File: src/cbc_map.svh
// constants for the local bus cycle sequencer
`ifndef CBC_MAP_SVH
`define CBC_MAP_SVH

// bytes in one aligned burst block
`define CBC_LINE_BYTES 5'h10
// bytes in one physical bus word
`define CBC_WORD_BYTES 3'h4
// least clocks in one bus cycle, strobe clock plus ready clock
`define CBC_MIN_CYCLE_CLOCKS 2
// read fifo shape
`define CBC_FIFO_DEPTH 16
`define CBC_FIFO_WIDTH 36
// output levels after reset, all active-low pins inactive
`define CBC_STROBE_RST 1'b1
`define CBC_LAST_RST 1'b1
`define CBC_PERR_RST 1'b1
`define CBC_LANES_RST 4'hf
`define CBC_ADDR_RST 30'h0
`define CBC_DATA_RST 32'h0

`endif

File: src/cbc_pkg.sv
// types for the local bus cycle sequencer
package cbc_pkg;
    // sequencer states
    typedef enum logic [1:0] {
        ST_IDLE = 2'b00,
        ST_ADDR = 2'b01,
        ST_DATA = 2'b10
    } cbc_state_t;
    // cycle definition driven beside the address
    typedef enum logic [1:0] {
        CYC_MEM = 2'b00,
        CYC_IO = 2'b01,
        CYC_HALT = 2'b10,
        CYC_INTA = 2'b11
    } cbc_cyc_t;
    // request size code, bytes = 1 << code
    typedef enum logic [2:0] {
        SZ_1 = 3'b000,
        SZ_2 = 3'b001,
        SZ_4 = 3'b010,
        SZ_8 = 3'b011,
        SZ_16 = 3'b100
    } cbc_size_t;
endpackage

File: src/cbc_stream_if.sv
// valid/ready stream between the sequencer and its fifo
`timescale 1ns/1ps
interface cbc_stream_if #(parameter int WIDTH = 36);
    logic valid; // word offered
    logic ready; // word taken when both high
    logic [WIDTH-1:0] data; // payload
    modport src (output valid, output data, input ready);
    modport snk (input valid, input data, output ready);
endinterface

File: src/cbc_fifo.sv
// first-in first-out buffer with valid/ready on both sides
`timescale 1ns/1ps
module cbc_fifo #(
    parameter int WIDTH = 36,
    parameter int DEPTH = 16
) (
    input wire logic clk,
    input wire logic rst,
    cbc_stream_if.snk inS,
    cbc_stream_if.src outS,
    output logic isEmpty
);
    localparam int AW = $clog2(DEPTH);
    logic [WIDTH-1:0] mem [DEPTH]; // storage words
    logic [AW:0] wrPtr; // extra bit tells full from empty
    logic [AW:0] rdPtr;
    logic full;
    wire pushOk = inS.valid && inS.ready;
    wire popOk = outS.valid && outS.ready;

    // pointer compare gives honest flags
    assign full = (wrPtr[AW] != rdPtr[AW]) &&
        (wrPtr[AW-1:0] == rdPtr[AW-1:0]);
    assign isEmpty = (wrPtr == rdPtr);
    assign inS.ready = !full;
    assign outS.valid = !isEmpty;
    assign outS.data = mem[rdPtr[AW-1:0]];

    // storage write, no reset needed on data
    always_ff @(posedge clk) begin
        if (pushOk) begin
            mem[wrPtr[AW-1:0]] <= inS.data;
        end
    end

    // pointers
    always_ff @(posedge clk) begin
        if (rst) begin
            wrPtr <= '0;
            rdPtr <= '0;
        end else begin
            if (pushOk) wrPtr <= wrPtr + 1'b1;
            if (popOk) rdPtr <= rdPtr + 1'b1;
        end
    end
endmodule

File: src/cbc_local_bus.sv
// processor-side local bus cycle sequencer with read data fifo
`timescale 1ns/1ps
`include "cbc_map.svh"

module cbc_local_bus (
    input wire logic clk,
    input wire logic rst,
    input wire logic reqValid,
    output logic reqReady,
    input wire logic [31:0] reqAddr,
    input wire cbc_pkg::cbc_size_t reqSize,
    input wire logic reqWrite,
    input wire cbc_pkg::cbc_cyc_t reqType,
    input wire logic reqCacheable,
    input wire logic [63:0] reqWdata,
    output logic reqDone,
    output logic rdValid,
    input wire logic rdReady,
    output logic [31:0] rdData,
    output logic [3:0] rdLanes,
    output logic cycle_start_strobe_n,
    output logic [31:2] busAddr,
    output logic [3:0] lane_enables_n,
    output logic cycleWrite,
    output cbc_pkg::cbc_cyc_t cycleType,
    output logic final_transfer_flag_n,
    output logic parity_error_flag_n,
    input wire logic nonburst_ready_n,
    input wire logic burst_ready_n,
    input wire logic narrow8_width_n,
    input wire logic narrow16_width_n,
    input wire logic cacheable_grant_n,
    input wire logic [31:0] dataIn,
    input wire logic [3:0] parityIn,
    output logic [31:0] dataOut,
    output logic [3:0] parityOut,
    output logic dataOe
);
    // bytes movable this data cycle from offset, width and remainder
    function automatic logic [2:0] chunk(input logic [1:0] off,
        input logic n8, input logic n16, input logic [4:0] r);
        logic [2:0] raw;
        raw = `CBC_WORD_BYTES - {1'b0, off};
        if (n8) raw = 3'h1;
        else if (n16) raw = off[0] ? 3'h1 : 3'h2;
        if ({2'h0, raw} > r) chunk = r[2:0];
        else chunk = raw;
    endfunction

    cbc_pkg::cbc_state_t state; // sequencer state
    cbc_pkg::cbc_state_t next_state;
    logic [31:0] cycAddr; // byte address of the pending data cycle
    logic [31:0] startAddr; // first byte of the request
    logic [4:0] rem; // bytes still to move
    logic [63:0] wdata; // write bytes from the word at startAddr
    logic cacheReq; // request may become a line fill
    logic firstData; // first data cycle still pending
    logic lineFill; // line fill granted
    logic narrow8Q; // width and grant seen in the previous clock
    logic narrow16Q;
    logic grantQ;
    logic fifoEmpty;

    cbc_stream_if #(.WIDTH(`CBC_FIFO_WIDTH)) pushS ();
    cbc_stream_if #(.WIDTH(`CBC_FIFO_WIDTH)) popS ();

    // ready pins, active high inside
    wire rdyLow = !nonburst_ready_n;
    wire brdyLow = !burst_ready_n;
    wire anyReady = rdyLow || brdyLow;
    // ready is only looked at in the data phase, never in the strobe clock
    wire dataEnd = (state == cbc_pkg::ST_DATA) && anyReady;
    wire accept = (state == cbc_pkg::ST_IDLE) && reqValid && reqReady;
    wire special = (cycleType == cbc_pkg::CYC_HALT) ||
        (cycleType == cbc_pkg::CYC_INTA);

    // bytes moved at this ready, width taken from the clock before
    wire [2:0] doneCnt = chunk(cycAddr[1:0], narrow8Q, narrow16Q, rem);
    // a cacheable memory read granted in its first data cycle fills a line
    wire lineNow = dataEnd && firstData && !cycleWrite && cacheReq &&
        (cycleType == cbc_pkg::CYC_MEM) && grantQ && !lineFill;
    wire lineMode = lineFill || lineNow;
    wire [4:0] remAfter = lineNow ? (`CBC_LINE_BYTES - {2'h0, doneCnt}) :
        (rem - {2'h0, doneCnt});
    // low-order bytes first: address climbs by what was moved, wrapping inside its 16-byte block in a line fill
    wire [3:0] offAfter = cycAddr[3:0] + {1'b0, doneCnt};
    wire [31:0] linearAfter = cycAddr + {29'h0, doneCnt};
    wire [31:0] addrAfter = lineMode ? {cycAddr[31:4], offAfter} :
        linearAfter;
    wire moreAfter = dataEnd && (remAfter != 5'h0);
    wire narrowQ = narrow8Q || narrow16Q;
    // next item without a strobe: burst ready alone, burst was offered,
    // same block, and writes only on a narrow bus
    wire burstGo = moreAfter && brdyLow && !rdyLow && !special &&
        final_transfer_flag_n &&
        (addrAfter[31:4] == cycAddr[31:4]) &&
        (!cycleWrite || narrowQ);

    // values for the data cycle presented next
    wire load = accept || moreAfter;
    wire [31:0] presAddr = accept ? reqAddr : addrAfter;
    wire [4:0] presRem = accept ? (5'h01 << reqSize) : remAfter;
    wire [63:0] presWdata = accept ? reqWdata : wdata;
    wire presHigh = accept ? 1'b0 : (addrAfter[2] ^ startAddr[2]);
    wire [31:0] presData = presHigh ? presWdata[63:32] : presWdata[31:0];
    wire [2:0] presSpan = chunk(presAddr[1:0], 1'b0, 1'b0, presRem);
    wire [2:0] presEnd = {1'b0, presAddr[1:0]} + presSpan;
    wire [2:0] doneEnd = {1'b0, cycAddr[1:0]} + doneCnt;
    wire nextWrite = accept ? reqWrite : cycleWrite;

    // last-flag inputs for the data cycle shown in the coming clock
    wire [1:0] blOff = load ? presAddr[1:0] : cycAddr[1:0];
    wire [4:0] blRem = load ? presRem : rem;
    wire blFirst = accept || (firstData && !dataEnd);
    wire blCache = accept ?
        (reqCacheable && !reqWrite && (reqType == cbc_pkg::CYC_MEM)) :
        (cacheReq && !cycleWrite && (cycleType == cbc_pkg::CYC_MEM));
    wire blFillPend = blFirst && blCache && !cacheable_grant_n;
    wire [2:0] blCnt = chunk(blOff, !narrow8_width_n, !narrow16_width_n,
        blRem);
    wire blWordEnd = ({1'b0, blOff} + blCnt) == `CBC_WORD_BYTES;
    // writes end each bus word so no burst passes 32 bits
    wire blLast = (({2'h0, blCnt} == blRem) && !blFillPend) ||
        (nextWrite && blWordEnd);
    wire next_final_transfer_flag_n_n = !blLast;

    // per-lane decode: presented lanes, lanes moved, parity per lane
    logic [3:0] lanesP;
    logic [3:0] laneDone;
    logic [3:0] laneBad;
    logic [3:0] parP;
    genvar gi;
    generate
        for (gi = 0; gi < 4; gi++) begin : g_lane
            localparam logic [2:0] LANE = 3'(gi);
            assign lanesP[gi] = (LANE >= {1'b0, presAddr[1:0]}) &&
                (LANE < presEnd);
            assign laneDone[gi] = (LANE >= {1'b0, cycAddr[1:0]}) &&
                (LANE < doneEnd);
            // even parity: nine bits carry an even count of ones
            assign laneBad[gi] = ^{dataIn[8*gi +: 8], parityIn[gi]};
            assign parP[gi] = ^presData[8*gi +: 8];
        end
    endgenerate

    // read words into the fifo at each read data cycle end
    assign pushS.valid = dataEnd && !cycleWrite;
    assign pushS.data = {laneDone, dataIn};
    assign popS.ready = rdReady;
    assign rdValid = popS.valid;
    assign rdData = popS.data[31:0];
    assign rdLanes = popS.data[35:32];

    cbc_fifo #(
        .WIDTH(`CBC_FIFO_WIDTH),
        .DEPTH(`CBC_FIFO_DEPTH)
    ) u_fifo (
        .clk(clk),
        .rst(rst),
        .inS(pushS),
        .outS(popS),
        .isEmpty(fifoEmpty)
    );

    // sequencing: strobe clock, then data phase until the last ready
    always_comb begin
        next_state = state;
        case (state)
            cbc_pkg::ST_IDLE: begin
                if (accept) next_state = cbc_pkg::ST_ADDR;
            end
            cbc_pkg::ST_ADDR: begin
                next_state = cbc_pkg::ST_DATA;
            end
            cbc_pkg::ST_DATA: begin
                if (dataEnd) begin
                    if (!moreAfter) next_state = cbc_pkg::ST_IDLE;
                    else if (burstGo) next_state = cbc_pkg::ST_DATA;
                    else next_state = cbc_pkg::ST_ADDR;
                end
            end
            default: next_state = cbc_pkg::ST_IDLE;
        endcase
    end

    // state register
    always_ff @(posedge clk) begin
        if (rst) state <= cbc_pkg::ST_IDLE;
        else state <= next_state;
    end

    // request capture, held for the whole transfer
    always_ff @(posedge clk) begin
        if (rst) begin
            cycleWrite <= 1'b0;
            cycleType <= cbc_pkg::CYC_MEM;
            cacheReq <= 1'b0;
            wdata <= 64'h0;
            startAddr <= 32'h0;
        end else if (accept) begin
            cycleWrite <= reqWrite;
            cycleType <= reqType;
            cacheReq <= reqCacheable;
            wdata <= reqWdata;
            startAddr <= reqAddr;
        end
    end

    // address, lanes and write data change only at a load
    always_ff @(posedge clk) begin
        if (rst) begin
            cycAddr <= 32'h0;
            rem <= 5'h0;
            busAddr <= `CBC_ADDR_RST;
            lane_enables_n <= `CBC_LANES_RST;
            dataOut <= `CBC_DATA_RST;
            parityOut <= 4'h0;
        end else if (load) begin
            cycAddr <= presAddr;
            rem <= presRem;
            busAddr <= presAddr[31:2];
            lane_enables_n <= ~lanesP;
            dataOut <= presData;
            parityOut <= parP;
        end
    end

    // progress flags of the transfer
    always_ff @(posedge clk) begin
        if (rst) begin
            firstData <= 1'b0;
            lineFill <= 1'b0;
        end else begin
            if (accept) firstData <= 1'b1;
            else if (dataEnd) firstData <= 1'b0;
            if (accept) lineFill <= 1'b0;
            else if (lineNow) lineFill <= 1'b1;
        end
    end

    // width and grant are valid one clock before ready
    always_ff @(posedge clk) begin
        if (rst) begin
            narrow8Q <= 1'b0;
            narrow16Q <= 1'b0;
            grantQ <= 1'b0;
        end else begin
            narrow8Q <= !narrow8_width_n;
            narrow16Q <= !narrow16_width_n;
            grantQ <= !cacheable_grant_n;
        end
    end

    // bus strobes and last flag
    always_ff @(posedge clk) begin
        if (rst) begin
            cycle_start_strobe_n <= `CBC_STROBE_RST;
            final_transfer_flag_n <= `CBC_LAST_RST;
            dataOe <= 1'b0;
        end else begin
            cycle_start_strobe_n <= !(next_state == cbc_pkg::ST_ADDR);
            final_transfer_flag_n <= (next_state == cbc_pkg::ST_IDLE) ?
                `CBC_LAST_RST : next_final_transfer_flag_n_n;
            dataOe <= (next_state != cbc_pkg::ST_IDLE) && nextWrite;
        end
    end

    // parity flag stands for the one clock after a read ready
    always_ff @(posedge clk) begin
        if (rst) parity_error_flag_n <= `CBC_PERR_RST;
        else parity_error_flag_n <= !(dataEnd && !cycleWrite &&
            (|(laneDone & laneBad)));
    end

    // user handshake; a new request waits for the fifo to drain
    always_ff @(posedge clk) begin
        if (rst) begin
            reqReady <= 1'b0;
            reqDone <= 1'b0;
        end else begin
            reqReady <= (next_state == cbc_pkg::ST_IDLE) && fifoEmpty &&
                !pushS.valid && !accept;
            reqDone <= dataEnd && !moreAfter;
        end
    end
endmodule

File: config.mk
export PLATFORM = sky130hd
export DESIGN_NAME = cbc_local_bus
export DESIGN_NICKNAME = d
export VERILOG_FILES = /design/src/cbc_pkg.sv /design/src/cbc_stream_if.sv /design/src/cbc_fifo.sv /design/src/cbc_local_bus.sv
export VERILOG_INCLUDE_DIRS = /design/src
export SDC_FILE = /design/constraint.sdc
export NUM_CORES = 1
export LEC_CHECK = 0
export ABC_CLOCK_PERIOD_IN_PS = 19330
export BUFFER_PORTS_ARGS = -buffer_cell sky130_fd_sc_hd__buf_2
export CORE_MARGIN = 2
export CORE_UTILIZATION = 50
export DETAILED_ROUTE_END_ITERATION = 8
export PLACE_DENSITY = 0.69
export SLEW_MARGIN = 15
export SYNTH_ARGS = -nofsm -noshare
export SYNTH_HDL_FRONTEND = slang
export SYNTH_SLANG_ARGS = --single-unit
File: constraint.sdc
create_clock -name clk -period 19.33 [get_ports clk]
set_input_delay 0.9665 -clock clk [delete_from_list [all_inputs] [get_ports clk]]
set_output_delay 0.9665 -clock clk [all_outputs]
set_load 0.05 [all_outputs]
==> results by group, run 1 <==
Run status
  • Run status: completed

Placement
  • Buffers added on ports: 263
  • Final estimated routing congestion in global placement: 0.8612
  • DP Wirelength: 40.60 mm

Final layout
  • Final #Nets: 2382
  • Layout cells sized above 1: 0.2802
  • Area Growth Syn to Fin: 15.07%
  • Commonest non-fill, non-tap cell in the layout: edfxtp_1
  • Most frequent cells in the layout: 576 x edfxtp_1, 262 x buf_2, 247 x nand2_1
  • Utilization after layout: 0.5846

Worst setup path
  • Crit-path max FO: 46
  • Worst reg2reg startpoint: cycAddr[0]$_SDFFE_PP0N_
  • Largest stage delay, worst path: 0.62 ns
  • CP delay by family, top: adder cells
  • Data required time at the worst endpoint: 19.80 ns
  • Startpoint Class: flip-flop
  • Buf/Inv on CP: 2
  • Slowest-stage cell, CP: nand2_2
  • Element type at the critical path end: flip-flop
  • Worst R2R Setup Slack: 11.15 ns
  • Worst Path Class, Setup: flip-flop to flip-flop
  • Reg2Reg Depth: 35
  • Reg-to-reg endpoint: final_transfer_flag_n$_SDFF_PP1_
  • Most used cell, CP: ha_1
  • Crit path DAT: 8.65 ns

Flow run
  • Max_cap viols: 0

Timing
  • Unrepaired setup endpoints after global routing: false
  • Fin crit period: 8.181 ns
  • Final TNS setup: 0 ns
  • Final setup vio count: 0
  • Fin. Hold Viols: 0
  • Period utilization: 0.4232
  • Slew HR: 0.2889
  • Fmax: 122.2 MHz
  • Worst slew pin tran: 1.067 ns
  • Slew Viols, Final: 0
  • Setup Skew: 0.02211 ns

Synth
  • Synthesized area per cell: 15.69 um^2
  • YS warnings: 0
  • Seq/Total Area, Yosys: 0.6745
  • Synth Register Bits: 749
  • Gate Count Post-Synth: 1962
  • Top FF cell, synth: edfxtp_1
  • Synth cell types: 77
  • Synthesized area: 30780 um^2
  • Syn Nets: 2142
  • Asr flop ratio synth: 0
  • Post-synth EDFFs: 576

CTS
  • Post-CTS Setup Bufs: 0
  • CTS Buf Count: 78
  • Clock Path Buffers: 3
  • Later-pin clock latency in the skew report: 0.62 ns
  • CTS Hold Bufs: 0
  • CTS sink cnt: 749
  • Clock Pin Slew Worst Setup and Hold Paths: 0.06 ns
  • H-tree Lvls: 3
  • Root buffer cell: clkbuf_16
  • CTS tree: done
  • Post-CTS Resized: 0

Global routing
  • Vias in the first global route: 18.22k
  • GRT Total Usage: 0.2238
  • Largest net degree at the start of global routing: 108
  • Global route total overflow: 0
  • Initial antenna violation count: 6
  • First-pass GRT wire length: 107.4 mm

Power
  • Switching share of power: 0.2974
  • Power Dens Cells: 125.0 nW/um^2
  • NetSw: 1.316 mW
  • LEAKAGE: 12.01 nW
  • Comb pwr share: 0.234
  • Max VDD drop: 0.09342 mV
  • Clock share of power: 0.342
  • Internal power: 3.110 mW
  • Reg power frac: 0.424

Routing
  • Via density: 5.826
  • WL/cell: 23.27 um
  • Post-DRT Antenna Nets: 0
  • DRC: 0
  • Vias post-DR: 17.78k
  • Wirelength, routed: 71.00 mm
  • Iteration-0 DRC Markers: 1393
  • First-pass detailed-route iteration total: 6

Floorplan
  • Die footprint: 63560 um^2
  • Die height: 252.1 um
  • Core area: 60580 um^2
  • Ports: 264
  • Starting Density: 0.5081
  • Site Rows: 90
  • Die width: 252.1 um

Min path
  • Hold Crit Class: flip-flop to flip-flop
  • Hold Path Cell Cnt: 2
  • Origin of the worst min-delay path: wdata[20]$_SDFF_PP0_
  • Worst Hold End: wdata[20]$_SDFF_PP0_
-- cell usage after synthesis (3+ instances only) --
master    number  area share
a311oi_1       6      0.0017
mux2i_1       42       0.014
nor2_1       103       0.013
nand2b_1       3     0.00061
dfxtp_1      173        0.11
a31oi_1        3     0.00061
buf_4         32      0.0078
or3_2          3     0.00073
buf_6          4      0.0015
nand3_1       18      0.0029
nor3_1        20      0.0033
a211o_1        4      0.0011
nand4_1        6      0.0012
inv_1         30      0.0037
a211oi_1      24      0.0059
xor2_1        56       0.016
and3_1         5      0.0010
a21o_1         3     0.00073
nor4_1         5      0.0010
nor2b_1        3     0.00061
buf_2         11      0.0018
clkbuf_1      68      0.0083
fa_1           4      0.0026
and2_1         5      0.0010
nand2_1      247       0.030
edfxtp_1     576        0.56
o21ai_0       47      0.0076
mux4_2       180        0.13
ha_1          28       0.011
o21ai_1        4     0.00065
buf_1         19      0.0023
xnor2_1       50       0.014
a21oi_1      125       0.020
-- registers in the layout (all words and copies together) (netlist names), 2 cells and up, named ones only --
register and cells:
parityOut 4, wdata 64, u_fifo.mem 576, u_fifo.rdPtr 5
cycleType 2, state 2, busAddr 30, rem 5
lane_enables_n 4, dataOut 32, cycAddr 2, u_fifo.wrPtr 5
-- routing by layer --
metal,wire (um),global-route usage,vias to the layer above
met5,47,0,-
met4,1427,0.06002,8
met3,5236,0.05046,116
met1,28410,0.2907,9057
li1,-,-,7918
met2,35890,0.3818,676
-- tightest hold or removal path, stage by stage (launching register included) --
cell and delay (ns):
dfxtp_1 0.31, nand2_1 0.05, a21oi_1 0.05
-- power by group through the flow --
stage / combinational (mW) / clock, mW / sequential [mW]
6_report: 1.03 / 1.52 / 1.88
5_1_grt: 1.13 / 1.61 / 1.88
4_1_cts: 1.04 / 1.55 / 1.88
3_5_place_dp: 1.03 / 0 / 1.91
3_3_place_gp: 0.991 / 0 / 1.91
2_1_floorplan: 0.750 / 0 / 1.94
-- layout make-up --
class	instances	area, um^2
clock buffers	107	2168
diodes	3	7.507
well taps	782	978.4
clock inverters	37	451.7
fillers	4599	25170
inverters	30	112.6
flip-flops and latches	749	20770
repair buffers	294	1551
multi-input cells	1049	9374
-- per-stage QoR --
stage | setup WS (ns) | hold slack (ns) | area [um^2] | power [mW] | instances
5_1_grt | 10.40 | 0.4683 | 35410 | 4.624 | 3048
2_1_floorplan | 12.71 | 0.4357 | 30780 | 2.691 | 1962
4_1_cts | 11.21 | 0.4516 | 35410 | 4.457 | 3048
3_3_place_gp | 11.55 | 0.4366 | 32790 | 2.897 | 2904
6_report | 11.15 | 0.4524 | 35420 | 4.426 | 3051
3_5_place_dp | 11.23 | 0.4423 | 32790 | 2.940 | 2904
-- cell families (layout without fill, tap and decap cells) --
logic type,Yosys count,after routing,share of synthesized area
flops,749,749,0.6745
simple gates,443,443,0.06273
compound gates,243,243,0.04667
mux,225,225,0.1467
buf+inv,164,468,0.02532
xor+xnor,106,106,0.03016
fa+ha+maj,32,32,0.01398
other cells,0,3,0
-- worst max-delay path by stage --
| stage | depth (start not counted) | endpoint | slack (ns) | from |
|---|---|---|---|---|
| global route | 36 | final_transfer_flag_n$_SDFF_PP1_ | 10.40 | cycAddr[0]$_SDFFE_PP0N_ |
| global placement | 35 | final_transfer_flag_n$_SDFF_PP1_ | 11.55 | cycAddr[0]$_SDFFE_PP0N_ |
| floorplan | 36 | final_transfer_flag_n$_SDFF_PP1_ | 12.71 | cycAddr[0]$_SDFFE_PP0N_ |
| detailed placement | 35 | final_transfer_flag_n$_SDFF_PP1_ | 11.23 | cycAddr[0]$_SDFFE_PP0N_ |
| CTS | 35 | final_transfer_flag_n$_SDFF_PP1_ | 11.21 | cycAddr[0]$_SDFFE_PP0N_ |
| finish | 35 | final_transfer_flag_n$_SDFF_PP1_ | 11.15 | cycAddr[0]$_SDFFE_PP0N_ |
(Power assumes the default switching activity.)
==> run 2: changes to the inputs <==
Settings changed: ABC_AREA set to 1, ABC_CLOCK_PERIOD_IN_PS 19330 to 7100, PLACE_DENSITY 0.69 to 0.71.
Clock period 19.33 ns to 7.1 ns, I/O delays scaled along.
==> run 2 against run 1 <==
- flip-flop and latch count unchanged
- utilization decreased by 0.13 points
- setup slack got worse by 11 ns
- sequential power increased to 2.9 times the previous value
- largest cell class unchanged
==> results by group, run 2 <==
Run status
  • Run status: completed

Synth
  • Seq/Total Area, Yosys: 0.6406 (-0.03390)
  • Synth Register Bits: 749 (unchanged)
  • Top cells by area, synth: edfxtp_1 53%, dfxtp_1 11%, mux2i_1 6.6%
  • Synthesized area: 32410 um^2 (+5.3%)
  • Gate Count Post-Synth: 2783 (+42%)
  • Top-area cell type share of the netlist area: 0.5337 (-0.02825)
  • Synth cell types: 60 (-22%)
  • Syn Nets: 2963 (+38%)
  • Count leader, synth: edfxtp_1
  • Asr flop ratio synth: 0 (unchanged)
  • YS warnings: 0 (unchanged)
  • Post-synth top area cell: edfxtp_1
  • Most frequent cells after synthesis: 576 x edfxtp_1, 269 x o21ai_0, 238 x inv_1
  • Top FF cell, synth: edfxtp_1
  • Post-synth EDFFs: 576 (unchanged)
  • Synthesized area per cell: 11.65 um^2 (-26%)

Routing
  • Iteration-0 DRC Markers: 1837 (+32%)
  • First-pass detailed-route iteration total: 6 (unchanged)
  • Via density: 5.645 (-3.1%)
  • Vias post-DR: 22.33k (+26%)
  • DRC: 0 (unchanged)
  • Post-DRT Antenna Nets: 0 (unchanged)
  • WL/cell: 20.88 um (-10%)
  • Wirelength, routed: 82.61 mm (+16%)

Floorplan
  • Starting Density: 0.5046 (-0.003496)
  • Die footprint: 66870 um^2 (+5.2%)
  • Core area: 64230 um^2 (+6.0%)
  • Site Rows: 93 (+3.3%)
  • Die width: 258.6 um (+2.6%)
  • Ports: 264 (unchanged)
  • Die height: 258.6 um (+2.6%)

CTS
  • CTS Buf Count: 79 (+1.3%)
  • Post-CTS Setup Bufs: 0 (unchanged)
  • CTS sink cnt: 749 (unchanged)
  • CTS tree: done
  • Clock Pin Slew Worst Setup and Hold Paths: 0.06 ns (about the same)
  • Clock Path Buffers: 3 (unchanged)
  • Root buffer cell: clkbuf_16
  • Later-pin clock latency in the skew report: 0.63 ns (about the same)
  • H-tree Lvls: 3 (unchanged)

Final layout
  • Max reg flops: 576 (unchanged)
  • Commonest non-fill, non-tap cell in the layout: edfxtp_1
  • Filler instances: 5165 (+12%)
  • Final #Nets: 3212 (+35%)
  • Final instance area: 37470 um^2 (+5.8%)
  • Layout cells sized above 1: 0.1560 (-0.1242)
  • Most frequent cells in the layout: 576 x edfxtp_1, 266 x o21ai_0, 262 x buf_2
  • Area Growth Syn to Fin: 15.61%
  • Utilization after layout: 0.5833 (-0.001260)

Worst setup path
  • Crit-path max FO: 20 (-57%)
  • Largest stage delay, worst path: 0.44 ns (-0.18 ns)
  • Worst R2R Setup Slack: 0.50 ns (-10.65 ns)
  • Worst Path Class, Setup: flip-flop to flip-flop
  • Slowest-stage cell, CP: fa_1
  • Worst reg2reg startpoint: cycAddr[0]$_SDFFE_PP0N_
  • Crit path DAT: 7.11 ns (-1.54 ns)
  • Element type at the critical path end: flip-flop
  • Data required time at the worst endpoint: 7.61 ns (-12.19 ns)
  • Most used cell, CP: nand2_1
  • Reg-to-reg endpoint: final_transfer_flag_n$_SDFF_PP1_
  • Reg2Reg Depth: 41 (+17%)
  • Startpoint Class: flip-flop

Placement
  • DP Wirelength: 46.31 mm (+14%)
  • Buffers added on ports: 263 (unchanged)
  • Area after DPL: 34270 um^2 (+4.5%)
  • Final estimated routing congestion in global placement: 0.9503 (+10%)

Global routing
  • Largest net degree at the start of global routing: 190 (+76%)
  • Initial antenna violation count: 9 (+3)
  • Vias in the first global route: 22.08k (+21%)
  • Global route total overflow: 0 (unchanged)
  • First-pass GRT wire length: 125.3 mm (+17%)
  • GRT Total Usage: 0.2427 (+0.01892)

Timing
  • Slew Viols, Final: 0 (unchanged)
  • Hold Worst Slack: 0.03167 ns (-0.4207 ns)
  • Worst slew pin tran: 1.036 ns (-0.03087 ns)
  • Final setup vio count: 0 (unchanged)
  • Setup Skew: 0.02097 ns (-0.001140 ns)
  • Period utilization: 0.9295 (+0.5063)
  • Fin. Hold Viols: 0 (unchanged)
  • Unrepaired setup endpoints after global routing: false
  • Final TNS setup: 0 ns (unchanged)
  • Slew HR: 0.3095 (+0.02058)
  • Fin crit period: 6.600 ns (-1.582 ns)
  • Fmax: 151.5 MHz (+24%)

Min path
  • Worst Hold End: wdata[56]$_SDFF_PP0_
  • Hold Crit Class: input port to flip-flop
  • Origin of the worst min-delay path: reqWdata[56]
  • Hold Path Cell Cnt: 3 (+1)

Power
  • LEAKAGE: 14.02 nW (+17%)
  • Max VDD drop: 0.4679 mV (+400%)
  • Power Dens Cells: 427.8 nW/um^2 (+240%)

Flow run
  • Max_cap viols: 0 (unchanged)
[run 2: changes by cell type after synthesis, moves of 15 or more]
cell,change
or2_2,+15
o211ai_1,+153
inv_1,+208
mux4_2,-180
mux2i_1,+173
nor2_1,+121
a211oi_1,-19
clkbuf_1,+36
nand3_1,+77
nand2_1,-43
o21ai_0,+222
a21oi_1,+61
[run 2: worst max-delay path by stage]
| stage | start | slack, ns | cells past startpoint | end |
|---|---|---|---|---|
| floorplan | cycAddr[1]$_SDFFE_PP0N_ | 0.81 | 44 | final_transfer_flag_n$_SDFF_PP1_ |
| global placement | cycAddr[0]$_SDFFE_PP0N_ | 0.48 | 42 | final_transfer_flag_n$_SDFF_PP1_ |
| detailed placement | cycAddr[0]$_SDFFE_PP0N_ | 0.18 | 38 | final_transfer_flag_n$_SDFF_PP1_ |
| CTS | cycAddr[0]$_SDFFE_PP0N_ | 0.16 | 38 | final_transfer_flag_n$_SDFF_PP1_ |
| global route | cycAddr[0]$_SDFFE_PP0N_ | 0.02 | 42 | final_transfer_flag_n$_SDFF_PP1_ |
| finish | cycAddr[0]$_SDFFE_PP0N_ | 0.50 | 41 | final_transfer_flag_n$_SDFF_PP1_ |
[run 2: stage by stage]
step	power, mW	setup WS (ns)	instances
after floorplan	10.47	0.8137	2783
after global placement	11.74	0.4753	3747
after detailed placement	11.92	0.1761	3747
after CTS	16.05	0.1584	3950
after global routing	16.90	0.02115	3954
final	16.03	0.5003	3956
[run 2: kinds of logic (layout without fill, tap and decap cells)]
family	count (synthesis)	in the layout	synth area share
other	0	5	0
muxes	215	215	0.06640
and+or+nand+nor	609	610	0.08200
xor gates and xnor gates	80	80	0.02185
adders and majority gates	32	32	0.01328
DFF	749	749	0.6406
AOI/OAI and AO/OA	663	663	0.1181
buffers and inverters	435	747	0.05779
[run 2: final cells by class]
class	instances	area (um^2)	share of cell area
clock inverters	44	439.2	0.01172
repair buffers	353	2165	0.05777
well taps	855	1070	0.02855
inverters	249	939.7	0.02508
diodes	5	12.51	0.0003339
flip-flops and latches	749	20770	0.5544
multi-input cells	1600	9936	0.2652
clock buffers	101	2133	0.05694
[run 2: power by group]
part	switching [mW]	total [mW]	leakage (nW)	internal (mW)
clock	1.68	4.10	1.24	2.42
combinational	4.40	6.45	6.18	2.05
sequential	0.306	5.48	6.59	5.17
[run 2: layer usage]
metal  up-vias  routed length (um)  GRT usage  share of wire
met3       157                6060    0.04626          0.073
met5         -                  53          0        0.00064
li1      10390                   -          -              -
met1     10940               33170     0.3046           0.40
met2       839               40910     0.4196           0.50
met4         8                2420    0.08719          0.029
[run 2: worst max-delay path, delay by kind of cell, from the launching register on]
family / cells / cell delay, ns
fa+ha+maj: 7 / 2.14
simple gates: 20 / 1.91
compound gates: 8 / 1.33
buf+inv: 5 / 0.52
flops: 1 / 0.39
xor+xnor: 1 / 0.20
[run 2: what timing repair did]
| item | in CTS | in global routing |
|---|---|---|
| endpoints found under the hold margin | 58 | 0 |
| gates resized for setup | 0 | 8 |
| endpoints found under the setup margin | 0 | 1 |
| hold buffers | 58 | 0 |
